$ cat config.mk
export PLATFORM = sky130hd
export DESIGN_NAME = lm_adc_ctrl
export DESIGN_NICKNAME = d
export VERILOG_FILES = /design/src/hdl/lm_pkg.sv /design/src/hdl/lm_sar_if.sv /design/src/hdl/lm_adc_ctrl.sv /design/src/hdl/lm_sar_core.sv
export SDC_FILE = /design/constraint.sdc
export NUM_CORES = 1
export LEC_CHECK = 0
export BUFFER_PORTS_ARGS = -buffer_cell sky130_fd_sc_hd__buf_2
export CORE_ASPECT_RATIO = 2
export CORE_MARGIN = 1.5
export CORE_UTILIZATION = 60
export CTS_CLUSTER_DIAMETER = 100
export DETAILED_ROUTE_END_ITERATION = 16
export PLACE_DENSITY = 0.81
export SYNTH_ARGS = -nofsm -noshare
export SYNTH_HDL_FRONTEND = slang
export SYNTH_SLANG_ARGS = --single-unit
$ cat constraint.sdc
create_clock -name aclk -period 7.72 [get_ports aclk]
set_clock_uncertainty 0.1 [all_clocks]
set_input_delay 1.93 -clock aclk [delete_from_list [all_inputs] [get_ports aclk]]
set_output_delay 1.93 -clock aclk [all_outputs]
set_load 0.03 [all_outputs]
$ cat src/hdl/lm_pkg.sv
// Shared constants and types of the line monitor converter control.
// Assumes a single 125 MHz clock and an AXI4-Lite register bus with 32-bit data.
package lm_pkg;

  // Clock rate and conversion timing
  localparam int unsigned LM_CLK_MHZ = 125;
  localparam int unsigned LM_CONV_TIME_US = 50;
  localparam int unsigned LM_CONV_CYCLES = LM_CONV_TIME_US * LM_CLK_MHZ;
  localparam int unsigned LM_STEPS = 8;
  localparam int unsigned LM_STEP_CYCLES = LM_CONV_CYCLES / LM_STEPS;

  // Result width and analog weights in microvolts
  localparam int unsigned LM_RES_W = 7;
  localparam int unsigned LM_LSB_UV = 19500;
  localparam int unsigned LM_MSB_REF_UV = 1250000;
  localparam logic [6:0] LM_MSB_CODE = 7'h40;

  // Full-scale values per code, scaled by 128
  localparam logic [31:0] LM_FS_LINE_UA = 32'h0001_F018;
  localparam logic [31:0] LM_FS_EXT_UV = 32'h0026_25A0;
  localparam logic [31:0] LM_FS_SUPPLY_UV = 32'h005F_5E10;
  localparam int unsigned LM_DIV_SHIFT = 7;
  localparam int unsigned LM_LEVEL_SHIFT = 3;

  // Register byte offsets
  localparam logic [7:0] LM_ADDR_CTRL = 8'h00;
  localparam logic [7:0] LM_ADDR_STATUS = 8'h04;
  localparam logic [7:0] LM_ADDR_MASK = 8'h08;
  localparam logic [7:0] LM_ADDR_RESULT = 8'h0C;
  localparam logic [7:0] LM_ADDR_SCALED = 8'h10;
  localparam logic [7:0] LM_ADDR_REF = 8'h14;
  localparam logic [7:0] LM_ADDR_DIFF = 8'h18;

  // Field positions
  localparam int unsigned LM_CTRL_SEL_LSB = 0;
  localparam int unsigned LM_CTRL_RANGE_BIT = 4;
  localparam int unsigned LM_CTRL_REFCAP_BIT = 5;
  localparam int unsigned LM_CTRL_W = 6;
  localparam int unsigned LM_IRQ_DONE_BIT = 0;
  localparam int unsigned LM_IRQ_ABORT_BIT = 1;
  localparam int unsigned LM_IRQ_W = 2;
  localparam int unsigned LM_RES_VALID_BIT = 8;
  localparam int unsigned LM_RES_UNUSED_BIT = 9;
  localparam int unsigned LM_RES_SEL_LSB = 12;
  localparam int unsigned LM_STAT_PHASE_LSB = 8;
  localparam int unsigned LM_STAT_TRIG_BIT = 10;

  // Values after reset
  localparam logic [5:0] LM_CTRL_RST = 6'h00;
  localparam logic [1:0] LM_MASK_RST = 2'h0;

  // AXI response codes
  localparam logic [1:0] LM_RESP_OKAY = 2'h0;
  localparam logic [1:0] LM_RESP_SLVERR = 2'h2;

  typedef enum logic [3:0] {
    LM_SRC_OFF = 4'h0,
    LM_SRC_LINE_CURRENT = 4'h1,
    LM_SRC_EXTERNAL_ANALOG_INPUT = 4'h2,
    LM_SRC_SUPPLY_NODE_B = 4'h3,
    LM_SRC_SUPPLY_NODE_MPS = 4'h4,
    LM_SRC_SUPPLY_NODE_MP = 4'h5,
    LM_SRC_RECEIVE_LEVEL_DETECTOR = 4'h6,
    LM_SRC_TRANSMIT_LEVEL_DETECTOR = 4'h7,
    LM_SRC_SPEAKER_AMP_OUTPUT = 4'h9,
    LM_SRC_OFFSET_CANCEL_PROBE_ONE = 4'hA,
    LM_SRC_OFFSET_CANCEL_PROBE_TWO = 4'hB,
    LM_SRC_OFFSET_CANCEL_PROBE_THREE = 4'hC
  } lm_src_e;

  typedef enum logic [1:0] {
    LM_PH_IDLE = 2'b00,
    LM_PH_RESET = 2'b01,
    LM_PH_CONVERT = 2'b10,
    LM_PH_DONE = 2'b11
  } lm_phase_e;

  // Applies AXI byte enables to a register word
  function automatic logic [31:0] lm_merge(input logic [31:0] old_w, input logic [31:0] new_w,
                                           input logic [3:0] strb);
    logic [31:0] res;
    res = old_w;
    for (int i = 0; i < 4; i++) begin
      if (strb[i]) begin
        res[i*8 +: 8] = new_w[i*8 +: 8];
      end
    end
    return res;
  endfunction : lm_merge

endpackage : lm_pkg

$ cat src/hdl/lm_sar_if.sv
// Link between the conversion controller and the approximation core.
// Assumes both ends run on the same clock.
`timescale 1ns/1ps
`default_nettype none
interface lm_sar_if;
  logic clear;
  logic start;
  logic cmp;
  logic [6:0] trial;
  logic [6:0] result;
  logic busy;
  logic finished;

  modport ctrl (output clear, output start, output cmp,
                input trial, input result, input busy, input finished);
  modport core (input clear, input start, input cmp,
                output trial, output result, output busy, output finished);
endinterface : lm_sar_if
`default_nettype wire

$ cat src/hdl/lm_adc_ctrl.sv
// Line monitor converter control: trigger handling, timing, result and bus slave.
// Assumes trigger and comparator arrive asynchronously from pins; AXI4-Lite master on aclk.
`timescale 1ns/1ps
`default_nettype none
// Overview of operation
// - Result is a 7-bit successive-approximation code from 0 to 127.
// - One step is 19.5 mV; the MSB carries the 1.25 V reference weight.
// - Controller raises the trigger; converter stays reset while it is high.
// - Done asserts 50 us after the trigger falls.
// - With the done mask bit set, each rising edge of done raises the interrupt output.
// - Controller reads the result over the bus after the interrupt.
// - Four-bit selector routes one of the listed sources; other codes unused.
// - Range bit high halves the line-current scale factor, halving the range.
// - Level detector readings are eight times peak minus a prior reference.
module lm_adc_ctrl
  import lm_pkg::*;
#(
  parameter int unsigned CONV_CYCLES = LM_CONV_CYCLES
) (
  input wire logic aclk,
  input wire logic aresetn,
  input wire logic conv_trigger,
  input wire logic comparator_high,
  output logic converter_reset,
  output logic [6:0] dac_trial_code,
  output logic conv_done,
  output logic irq,
  output logic [3:0] adc_source_sel,
  output logic current_range_halve,
  input wire logic [7:0] s_axi_awaddr,
  input wire logic [2:0] s_axi_awprot,
  input wire logic s_axi_awvalid,
  output logic s_axi_awready,
  input wire logic [31:0] s_axi_wdata,
  input wire logic [3:0] s_axi_wstrb,
  input wire logic s_axi_wvalid,
  output logic s_axi_wready,
  output logic [1:0] s_axi_bresp,
  output logic s_axi_bvalid,
  input wire logic s_axi_bready,
  input wire logic [7:0] s_axi_araddr,
  input wire logic [2:0] s_axi_arprot,
  input wire logic s_axi_arvalid,
  output logic s_axi_arready,
  output logic [31:0] s_axi_rdata,
  output logic [1:0] s_axi_rresp,
  output logic s_axi_rvalid,
  input wire logic s_axi_rready
);

  localparam int unsigned TW = $clog2(CONV_CYCLES + 1);
  localparam logic [TW-1:0] TIMER_LAST = TW'(CONV_CYCLES - 1);

  lm_sar_if sar ();

  lm_sar_core #(
    .STEP_CYCLES(CONV_CYCLES / LM_STEPS)
  ) u_core (
    .aclk(aclk),
    .aresetn(aresetn),
    .sar(sar.core)
  );

  // Pin synchronisers
  logic trig_s1_q;
  logic trig_s2_q;
  logic cmp_s1_q;
  logic cmp_s2_q;

  always_ff @(posedge aclk) begin
    if (!aresetn) begin
      trig_s1_q <= 1'b0;
      trig_s2_q <= 1'b0;
      cmp_s1_q <= 1'b0;
      cmp_s2_q <= 1'b0;
    end else begin
      trig_s1_q <= conv_trigger;
      trig_s2_q <= trig_s1_q;
      cmp_s1_q <= comparator_high;
      cmp_s2_q <= cmp_s1_q;
    end
  end

  // Conversion sequencing
  lm_phase_e phase_q;
  lm_phase_e phase_d;
  logic [TW-1:0] timer_q;
  logic conv_reset_q;
  logic start_q;
  logic done_q;
  logic ev_done;
  logic ev_abort;

  always_comb begin
    phase_d = phase_q;
    unique case (phase_q)
      LM_PH_IDLE: begin
        if (trig_s2_q) begin
          phase_d = LM_PH_RESET;
        end
      end
      LM_PH_RESET: begin
        if (!trig_s2_q) begin
          phase_d = LM_PH_CONVERT;
        end
      end
      LM_PH_CONVERT: begin
        if (trig_s2_q) begin
          phase_d = LM_PH_RESET;
        end else if (timer_q == TIMER_LAST) begin
          phase_d = LM_PH_DONE;
        end
      end
      LM_PH_DONE: begin
        if (trig_s2_q) begin
          phase_d = LM_PH_RESET;
        end
      end
    endcase
  end

  assign ev_done = (phase_d == LM_PH_DONE) && !done_q;
  assign ev_abort = (phase_q == LM_PH_CONVERT) && trig_s2_q;

  always_ff @(posedge aclk) begin
    if (!aresetn) begin
      phase_q <= LM_PH_IDLE;
      timer_q <= '0;
      conv_reset_q <= 1'b1;
      start_q <= 1'b0;
      done_q <= 1'b0;
    end else begin
      phase_q <= phase_d;
      if (phase_q == LM_PH_CONVERT) begin
        timer_q <= timer_q + TW'(1);
      end else begin
        timer_q <= '0;
      end
      conv_reset_q <= (phase_d == LM_PH_RESET) || (phase_d == LM_PH_IDLE);
      start_q <= (phase_q == LM_PH_RESET) && (phase_d == LM_PH_CONVERT);
      done_q <= (phase_d == LM_PH_DONE);
    end
  end

  assign sar.clear = conv_reset_q;
  assign sar.start = start_q;
  assign sar.cmp = cmp_s2_q;

  // Control, result and level-detector registers
  logic [5:0] ctrl_q;
  logic [1:0] mask_q;
  logic [1:0] irq_stat_q;
  logic [1:0] irq_stat_d;
  logic irq_q;
  logic [3:0] conv_sel_q;
  logic conv_halve_q;
  logic [6:0] result_q;
  logic result_valid_q;
  logic [31:0] scaled_q;
  logic [6:0] ref_q;
  logic [10:0] diff_q;
  logic wr_fire;
  logic [7:0] wr_addr_q;
  logic [31:0] wr_data_q;
  logic [3:0] wr_strb_q;
  logic rd_clear;

  function automatic logic source_unused(input logic [3:0] sel);
    unique case (sel)
      4'h8, 4'hD, 4'hE, 4'hF: return 1'b1;
      default: return 1'b0;
    endcase
  endfunction : source_unused

  function automatic logic is_level(input logic [3:0] sel);
    return (sel == LM_SRC_RECEIVE_LEVEL_DETECTOR) || (sel == LM_SRC_TRANSMIT_LEVEL_DETECTOR);
  endfunction : is_level

  // Physical value of a code: microamps for line current, microvolts for external input, supply nodes and speaker output, zero otherwise
  function automatic logic [31:0] scale_code(input logic [3:0] sel, input logic halve,
                                             input logic [6:0] d);
    logic [31:0] fs;
    logic [31:0] prod;
    fs = 32'h0;
    unique case (sel)
      LM_SRC_LINE_CURRENT: fs = LM_FS_LINE_UA;
      LM_SRC_EXTERNAL_ANALOG_INPUT: fs = LM_FS_EXT_UV;
      LM_SRC_SUPPLY_NODE_B, LM_SRC_SUPPLY_NODE_MPS, LM_SRC_SUPPLY_NODE_MP,
      LM_SRC_SPEAKER_AMP_OUTPUT: fs = LM_FS_SUPPLY_UV;
      default: fs = 32'h0;
    endcase
    prod = fs * {25'h0, d};
    if (sel == LM_SRC_LINE_CURRENT && halve) begin
      return prod >> (LM_DIV_SHIFT + 1);
    end
    return prod >> LM_DIV_SHIFT;
  endfunction : scale_code

  always_ff @(posedge aclk) begin
    if (!aresetn) begin
      ctrl_q <= LM_CTRL_RST;
      mask_q <= LM_MASK_RST;
    end else if (wr_fire) begin
      if (wr_addr_q == LM_ADDR_CTRL) begin
        ctrl_q <= LM_CTRL_W'(lm_merge({26'h0, ctrl_q}, wr_data_q, wr_strb_q));
      end
      if (wr_addr_q == LM_ADDR_MASK) begin
        mask_q <= LM_IRQ_W'(lm_merge({30'h0, mask_q}, wr_data_q, wr_strb_q));
      end
    end
  end

  // Source and range are captured when the trigger resets the converter
  always_ff @(posedge aclk) begin
    if (!aresetn) begin
      conv_sel_q <= LM_SRC_OFF;
      conv_halve_q <= 1'b0;
    end else if (phase_d == LM_PH_RESET) begin
      conv_sel_q <= ctrl_q[LM_CTRL_SEL_LSB +: 4];
      conv_halve_q <= ctrl_q[LM_CTRL_RANGE_BIT];
    end
  end

  always_ff @(posedge aclk) begin
    if (!aresetn) begin
      result_q <= 7'h00;
      result_valid_q <= 1'b0;
      scaled_q <= 32'h0;
    end else if (phase_d == LM_PH_RESET) begin
      result_valid_q <= 1'b0;
    end else if (ev_done) begin
      result_q <= sar.result;
      result_valid_q <= 1'b1;
      scaled_q <= scale_code(conv_sel_q, conv_halve_q, sar.result);
    end
  end

  // Reference capture or eight-fold difference for the level detectors
  always_ff @(posedge aclk) begin
    if (!aresetn) begin
      ref_q <= 7'h00;
      diff_q <= 11'h000;
    end else if (ev_done && is_level(conv_sel_q)) begin
      if (ctrl_q[LM_CTRL_REFCAP_BIT]) begin
        ref_q <= sar.result;
      end else begin
        diff_q <= 11'(({4'h0, sar.result} - {4'h0, ref_q}) << LM_LEVEL_SHIFT);
      end
    end
  end

  // Sticky events, cleared by a read of the status register; a new event wins
  always_comb begin
    irq_stat_d = rd_clear ? 2'h0 : irq_stat_q;
    if (ev_done) begin
      irq_stat_d[LM_IRQ_DONE_BIT] = 1'b1;
    end
    if (ev_abort) begin
      irq_stat_d[LM_IRQ_ABORT_BIT] = 1'b1;
    end
  end

  always_ff @(posedge aclk) begin
    if (!aresetn) begin
      irq_stat_q <= 2'h0;
      irq_q <= 1'b0;
    end else begin
      irq_stat_q <= irq_stat_d;
      irq_q <= |(irq_stat_d & mask_q);
    end
  end

  // AXI4-Lite write channel
  logic aw_have_q;
  logic w_have_q;
  logic awready_q;
  logic wready_q;
  logic bvalid_q;
  logic [1:0] bresp_q;
  logic aw_take;
  logic w_take;
  logic aw_have_d;
  logic w_have_d;
  logic bvalid_d;
  logic wr_mapped;

  assign aw_take = s_axi_awvalid && awready_q;
  assign w_take = s_axi_wvalid && wready_q;
  assign wr_fire = aw_have_q && w_have_q && !bvalid_q;
  assign aw_have_d = (aw_have_q || aw_take) && !wr_fire;
  assign w_have_d = (w_have_q || w_take) && !wr_fire;
  assign bvalid_d = wr_fire || (bvalid_q && !s_axi_bready);
  assign wr_mapped = (wr_addr_q == LM_ADDR_CTRL) || (wr_addr_q == LM_ADDR_MASK);

  always_ff @(posedge aclk) begin
    if (!aresetn) begin
      aw_have_q <= 1'b0;
      w_have_q <= 1'b0;
      awready_q <= 1'b0;
      wready_q <= 1'b0;
      bvalid_q <= 1'b0;
      bresp_q <= LM_RESP_OKAY;
      wr_addr_q <= 8'h00;
      wr_data_q <= 32'h0;
      wr_strb_q <= 4'h0;
    end else begin
      aw_have_q <= aw_have_d;
      w_have_q <= w_have_d;
      awready_q <= !aw_have_d && !bvalid_d;
      wready_q <= !w_have_d && !bvalid_d;
      bvalid_q <= bvalid_d;
      if (aw_take) begin
        wr_addr_q <= {s_axi_awaddr[7:2], 2'b00};
      end
      if (w_take) begin
        wr_data_q <= s_axi_wdata;
        wr_strb_q <= s_axi_wstrb;
      end
      if (wr_fire) begin
        bresp_q <= wr_mapped ? LM_RESP_OKAY : LM_RESP_SLVERR;
      end
    end
  end

  // AXI4-Lite read channel
  logic arready_q;
  logic rvalid_q;
  logic [31:0] rdata_q;
  logic [1:0] rresp_q;
  logic ar_take;
  logic rvalid_d;
  logic [7:0] rd_addr;
  logic [31:0] rd_word;
  logic rd_ok;

  assign ar_take = s_axi_arvalid && arready_q;
  assign rvalid_d = ar_take || (rvalid_q && !s_axi_rready);
  assign rd_addr = {s_axi_araddr[7:2], 2'b00};
  assign rd_clear = ar_take && (rd_addr == LM_ADDR_STATUS);

  always_comb begin
    rd_word = 32'h0;
    rd_ok = 1'b1;
    unique case (rd_addr)
      LM_ADDR_CTRL: rd_word[LM_CTRL_W-1:0] = ctrl_q;
      LM_ADDR_STATUS: begin
        rd_word[LM_IRQ_W-1:0] = irq_stat_q;
        rd_word[LM_STAT_PHASE_LSB +: 2] = phase_q;
        rd_word[LM_STAT_TRIG_BIT] = trig_s2_q;
      end
      LM_ADDR_MASK: rd_word[LM_IRQ_W-1:0] = mask_q;
      LM_ADDR_RESULT: begin
        rd_word[LM_RES_W-1:0] = result_q;
        rd_word[LM_RES_VALID_BIT] = result_valid_q;
        rd_word[LM_RES_UNUSED_BIT] = source_unused(conv_sel_q);
        rd_word[LM_RES_SEL_LSB +: 4] = conv_sel_q;
      end
      LM_ADDR_SCALED: rd_word = scaled_q;
      LM_ADDR_REF: rd_word[LM_RES_W-1:0] = ref_q;
      LM_ADDR_DIFF: rd_word = {{21{diff_q[10]}}, diff_q};
      default: rd_ok = 1'b0;
    endcase
  end

  always_ff @(posedge aclk) begin
    if (!aresetn) begin
      arready_q <= 1'b0;
      rvalid_q <= 1'b0;
      rdata_q <= 32'h0;
      rresp_q <= LM_RESP_OKAY;
    end else begin
      arready_q <= !rvalid_d;
      rvalid_q <= rvalid_d;
      if (ar_take) begin
        rdata_q <= rd_word;
        rresp_q <= rd_ok ? LM_RESP_OKAY : LM_RESP_SLVERR;
      end
    end
  end

  // Outputs
  assign converter_reset = conv_reset_q;
  assign dac_trial_code = sar.trial;
  assign conv_done = done_q;
  assign irq = irq_q;
  assign adc_source_sel = ctrl_q[LM_CTRL_SEL_LSB +: 4];
  assign current_range_halve = ctrl_q[LM_CTRL_RANGE_BIT];
  assign s_axi_awready = awready_q;
  assign s_axi_wready = wready_q;
  assign s_axi_bvalid = bvalid_q;
  assign s_axi_bresp = bresp_q;
  assign s_axi_arready = arready_q;
  assign s_axi_rvalid = rvalid_q;
  assign s_axi_rdata = rdata_q;
  assign s_axi_rresp = rresp_q;

endmodule : lm_adc_ctrl
`default_nettype wire

$ cat src/hdl/lm_sar_core.sv
// Successive-approximation register: one bit decided per step, MSB first.
// Assumes a synchronised comparator level, high while input is at or above the trial code.
`timescale 1ns/1ps
`default_nettype none
module lm_sar_core
  import lm_pkg::*;
#(
  parameter int unsigned STEP_CYCLES = LM_STEP_CYCLES
) (
  input wire logic aclk,
  input wire logic aresetn,
  lm_sar_if.core sar
);

  localparam int unsigned SW = $clog2(STEP_CYCLES + 1);
  localparam logic [SW-1:0] STEP_LAST = SW'(STEP_CYCLES - 1);

  logic [SW-1:0] step_q;
  logic [2:0] bit_q;
  logic [6:0] trial_q;
  logic [6:0] result_q;
  logic busy_q;
  logic fin_q;
  logic [6:0] kept;

  // Trial bit is dropped when the comparator says the input lies below it
  assign kept = sar.cmp ? trial_q : (trial_q & ~(7'h01 << bit_q));

  always_ff @(posedge aclk) begin
    if (!aresetn || sar.clear) begin
      step_q <= '0;
      bit_q <= 3'h0;
      trial_q <= 7'h00;
      result_q <= 7'h00;
      busy_q <= 1'b0;
      fin_q <= 1'b0;
    end else if (sar.start) begin
      step_q <= '0;
      bit_q <= 3'h6;
      trial_q <= LM_MSB_CODE;
      busy_q <= 1'b1;
      fin_q <= 1'b0;
    end else if (busy_q) begin
      if (step_q == STEP_LAST) begin
        step_q <= '0;
        if (bit_q == 3'h0) begin
          trial_q <= kept;
          result_q <= kept;
          busy_q <= 1'b0;
          fin_q <= 1'b1;
        end else begin
          trial_q <= kept | (7'h01 << (bit_q - 3'h1));
          bit_q <= bit_q - 3'h1;
        end
      end else begin
        step_q <= step_q + SW'(1);
      end
    end
  end

  assign sar.trial = trial_q;
  assign sar.result = result_q;
  assign sar.busy = busy_q;
  assign sar.finished = fin_q;

endmodule : lm_sar_core
`default_nettype wire

==> impl_metrics.toml <==
[hold_path]
timing.hold.worst.start = "cmp_s1_q$_SDFF_PN0_"
min-delay-path-class = "flop to flop"

[cts]
post_cts_hold_buffer_count = 0
clock_tree.root_cell = "sky130_fd_sc_hd__clkbuf_16"
tritoncts.num_buffers = 17
htreeDepth = 4
clkTransAtPathRegs_ns = 0.07
post_cts.repair.setup_buffers = 0
cts_tree = "built"
cts.repair.resized = 0
clk_path_buf_depth = 2
clk_latency_ns = 0.44
clkSinkCount = 162

[synthesis]
syn_avg_cell_area_um2 = 8.35
postSynthRegisterBits = 162
synthCells = 1348
synthesis.yosys.warnings = 0
adder_cell_share_of_the_synthesized_area_pct = 21.9
syn-cell-area_um2 = 11300
post_synth_edffs = 0
fraction_of_the_mapped_netlist_area_in_compound_gates_pct = 16.2
seq_area_frac_synth_pct = 28.8
simple_gate_portion_of_the_synthesized_area_pct = 17.7
synth-xor-area-share_pct = 3.27
post_synth_top_flop = "sky130_fd_sc_hd__dfxtp_1"
synth.lib_cells_used.distinct = 80
yosys-mux-area-fraction_pct = 3.70
synth_top_family_by_area = "adder cells"
async_reset_ff_share_pct = 0

[sta]
final_hold_viol_count = 0
fmax_ghz = 0.144
fin_crit_sh_pct = 89.7
final.min_clock_period_ns = 6.92
finalMaxSlewViolations = 0
grt_setup_unrepaired = "no"
setup_viol = 0
fin_worst_hold_slack_ns = 0.341
slew-limit-headroom_pct = 30.0
tns_ns = 0
tightestPinTransition_ns = 1.05

[place]
io_buffers = 81
finalWeightedCongestion = 1.02
placed_wire_length_estimate_mm = 22.6

[grt]
grt-ovfl-total = 0
global_route.usage.total_pct = 30.5
antenna_violations_before_repair = 0
via_count_of_the_first_global_routing_pass = 9690
grt_first_pass_wirelength_mm = 46.5
largest_net_degree_at_the_start_of_global_routing = 80

[run_status]
status = "finished clean"

[floorplanning]
die_width_um = 99.8
ios = 123
core_region_area_um2 = 18300
rows = 70
area_enclosed_by_the_die_boundary_um2 = 19600
start_util_pct = 61.5
die_h_um = 197

[worst_setup_path]
critical_path.max_stage_delay_ns = 0.66
worst-setup-path-type = "flop to flop"
worst_r2r_startpoint = "conv_sel_q[2]$_SDFFE_PN0P_"
origin_of_the_worst_setup_path = "conv_sel_q[2]$_SDFFE_PN0P_"
worst-path-max-fanout = 10
timing.reg2reg.setup_slack_ns = 0.80
path_cells = "nand2b_1 -> o21ai_1 -> nand2_1 -> inv_1 -> nor2_1 -> inv_1 -> fa_1 -> fa_1 -> fa_1 -> inv_1 -> fa_1 -> inv_1 -> ha_1 -> a21oi_1 -> o21ai_0 -> a211oi_1 -> a22oi_1 -> nand4_1 -> nand4_1 -> and3_1 -> a31oi_1"
timing.critical_path.arrival_ns = 7.19
crit_path_end_kind = "flop"
worst-endpoint-required_ns = 7.98
critPathLaunchType = "flop"
critical_path.slowest_cell = "sky130_fd_sc_hd__o21ai_1"

[route]
drt_pre_antenna_iters = 8
drc_errors = 0
avgViaCountPerCell = 5.93
routedWlPerCell_um = 18.0
drt_wl_total_mm = 29.0
detailedRoute.firstIterationViolations = 671
postRouteAntennaNets = 0
route.vias.total = 9546

[cells_and_area]
layout.area.seq_um2 = 3240
insertedDiodeCount = 0
finalCoreUtilization_pct = 66.8
layout.nets = 1596
area_delta_synth_final_pct = 8.67
multi_input_area_um2 = 7070
share_of_post_route_cells_with_drive_strength_above_1_pct = 10.5
layout.filler_cells = 1534

[power]
total_leakage_power_uw = 0.00577
maximum_vdd_drop_mv = 0.132
power-per-cell-area_nw_per_um2 = 144

[run]
maxCapViolations = 0
-- cell usage in the layout, fill, tap and decap left out, types with 9 or more instances in the layout --
| master | n |
|---|---|
| sky130_fd_sc_hd__a211oi_1 | 19 |
| sky130_fd_sc_hd__a21oi_1 | 106 |
| sky130_fd_sc_hd__nand2_1 | 139 |
| sky130_fd_sc_hd__nand2b_1 | 16 |
| sky130_fd_sc_hd__fa_1 | 83 |
| sky130_fd_sc_hd__xnor2_1 | 21 |
| sky130_fd_sc_hd__nor3_1 | 21 |
| sky130_fd_sc_hd__ha_1 | 64 |
| sky130_fd_sc_hd__and3_1 | 17 |
| sky130_fd_sc_hd__dfxtp_1 | 162 |
| sky130_fd_sc_hd__a22oi_1 | 14 |
| sky130_fd_sc_hd__buf_2 | 81 |
| sky130_fd_sc_hd__clkbuf_16 | 17 |
| sky130_fd_sc_hd__nand3_1 | 35 |
| sky130_fd_sc_hd__mux2i_1 | 36 |
| sky130_fd_sc_hd__a31oi_1 | 9 |
| sky130_fd_sc_hd__nand4_1 | 10 |
| sky130_fd_sc_hd__nor2_1 | 145 |
| sky130_fd_sc_hd__and2_1 | 14 |
| sky130_fd_sc_hd__o21ai_0 | 66 |
| sky130_fd_sc_hd__inv_1 | 159 |
| sky130_fd_sc_hd__xor2_1 | 21 |
-- layout make-up --
class	instances	share of cell area, %
inverter	160	4.91
clock inverter	14	1.14
multi-input combinational	952	57.8
timing repair buffer	89	3.81
clock buffer	18	3.59
sequential	162	26.5
tap	216	2.21
-- through the flow --
step,instance area (um2),power (uW),setup slack [ns],instances
after floorplan,11300,930,2.00,1349
after global placement,11600,955,1.01,1579
after detailed placement,11600,957,0.894,1579
after CTS,12200,1760,0.887,1611
after global routing,12200,1800,0.526,1611
final,12200,1760,0.797,1611
-- layer usage --
layer  vias up  track usage (%)  part of all wire (%)  wire (um)
met5         -                0                     0          0
met4         0             23.0                   7.6       2200
met3       132             5.04                   4.4       1280
met2       338             58.4                    55      15900
met1      4498             27.5                    33       9590
li1       4578                -                     -          -
-- state kept, by name, summed over array words and instances (netlist names), 2 cells and up --
name	cells
u_core.step_q	10
wr_addr_q	6
result_q	7
conv_sel_q	4
u_core.sar.trial	7
ref_q	7
s_axi_rdata	26
diff_q	8
timer_q	13
mask_q	2
u_core.bit_q	3
phase_q	2
scaled_q	25
u_core.sar.result	7
wr_data_q	6
irq_stat_q	2
ctrl_q	6
-- cells in the mapped netlist, types with 3 or more instances --
master | number | area [um2]
sky130_fd_sc_hd__clkbuf_1 | 53 | 199
sky130_fd_sc_hd__dfxtp_1 | 162 | 3240
sky130_fd_sc_hd__xor2_1 | 21 | 184
sky130_fd_sc_hd__a211oi_1 | 19 | 143
sky130_fd_sc_hd__o31ai_1 | 3 | 22.5
sky130_fd_sc_hd__a21oi_1 | 106 | 531
sky130_fd_sc_hd__a21o_1 | 8 | 60.1
sky130_fd_sc_hd__a21boi_0 | 3 | 22.5
sky130_fd_sc_hd__mux2i_1 | 36 | 360
sky130_fd_sc_hd__o21bai_1 | 5 | 37.5
sky130_fd_sc_hd__buf_1 | 3 | 11.3
sky130_fd_sc_hd__clkbuf_2 | 3 | 15.0
sky130_fd_sc_hd__nor2b_1 | 5 | 31.3
sky130_fd_sc_hd__or3_1 | 6 | 37.5
sky130_fd_sc_hd__inv_1 | 159 | 597
sky130_fd_sc_hd__a22oi_1 | 14 | 105
sky130_fd_sc_hd__o21a_1 | 3 | 22.5
sky130_fd_sc_hd__a31oi_1 | 9 | 56.3
sky130_fd_sc_hd__nand2_1 | 139 | 522
sky130_fd_sc_hd__a222oi_1 | 3 | 30.0
sky130_fd_sc_hd__ha_1 | 64 | 801
sky130_fd_sc_hd__buf_4 | 14 | 105
sky130_fd_sc_hd__a311oi_1 | 3 | 26.3
sky130_fd_sc_hd__o22ai_1 | 3 | 18.8
sky130_fd_sc_hd__and3_1 | 17 | 106
sky130_fd_sc_hd__nand3_1 | 35 | 175
sky130_fd_sc_hd__fa_1 | 83 | 1660
sky130_fd_sc_hd__o21ai_0 | 66 | 330
sky130_fd_sc_hd__nor3_1 | 22 | 110
sky130_fd_sc_hd__o21ai_1 | 4 | 20.0
sky130_fd_sc_hd__o211ai_1 | 5 | 37.5
sky130_fd_sc_hd__nor4_1 | 3 | 18.8
sky130_fd_sc_hd__or2_2 | 5 | 31.3
sky130_fd_sc_hd__nand4_1 | 10 | 62.6
sky130_fd_sc_hd__xnor2_1 | 21 | 184
sky130_fd_sc_hd__nand2b_1 | 16 | 100
sky130_fd_sc_hd__nor2_1 | 145 | 544
sky130_fd_sc_hd__and2_1 | 14 | 87.6
sky130_fd_sc_hd__a221oi_1 | 4 | 35.0
-- critical path, delay by kind of cell (launching register included) --
kind,cells,cell delay [ns]
buffers and inverters,4,0.56
DFF,1,0.44
adders and majority gates,5,2.33
and+or+nand+nor,6,1.27
AOI/OAI and AO/OA,6,2.12
-- power breakdown --
group / switching, uW / internal, uW / leakage (uW)
clock network: 386 / 435 / 0.000274
logic: 57.6 / 23.5 / 0.00418
registers: 8.08 / 849 / 0.00131
total: 452 / 1310 / 0.00577
-- logic make-up (layout without fill, tap and decap cells) --
| logic type | Yosys count | count (layout) |
|---|---|---|
| flops | 162 | 162 |
| compound gates | 288 | 288 |
| simple gates | 434 | 434 |
| xor+xnor | 42 | 42 |
| buf+inv | 235 | 281 |
| mux | 39 | 39 |
| other cells | 1 | 2 |
| fa+ha+maj | 147 | 147 |
-- worst paths after layout --
check	to	cells past startpoint
worst min register to register	cmp_s2_q$_SDFF_PN0_	1
worst min-delay path	cmp_s2_q$_SDFF_PN0_	1
worst max register to register	scaled_q[21]$_SDFFE_PN0P_	21
worst max-delay path	scaled_q[21]$_SDFFE_PN0P_	21
No activity file was read; power rests on OpenSTA's default activity.
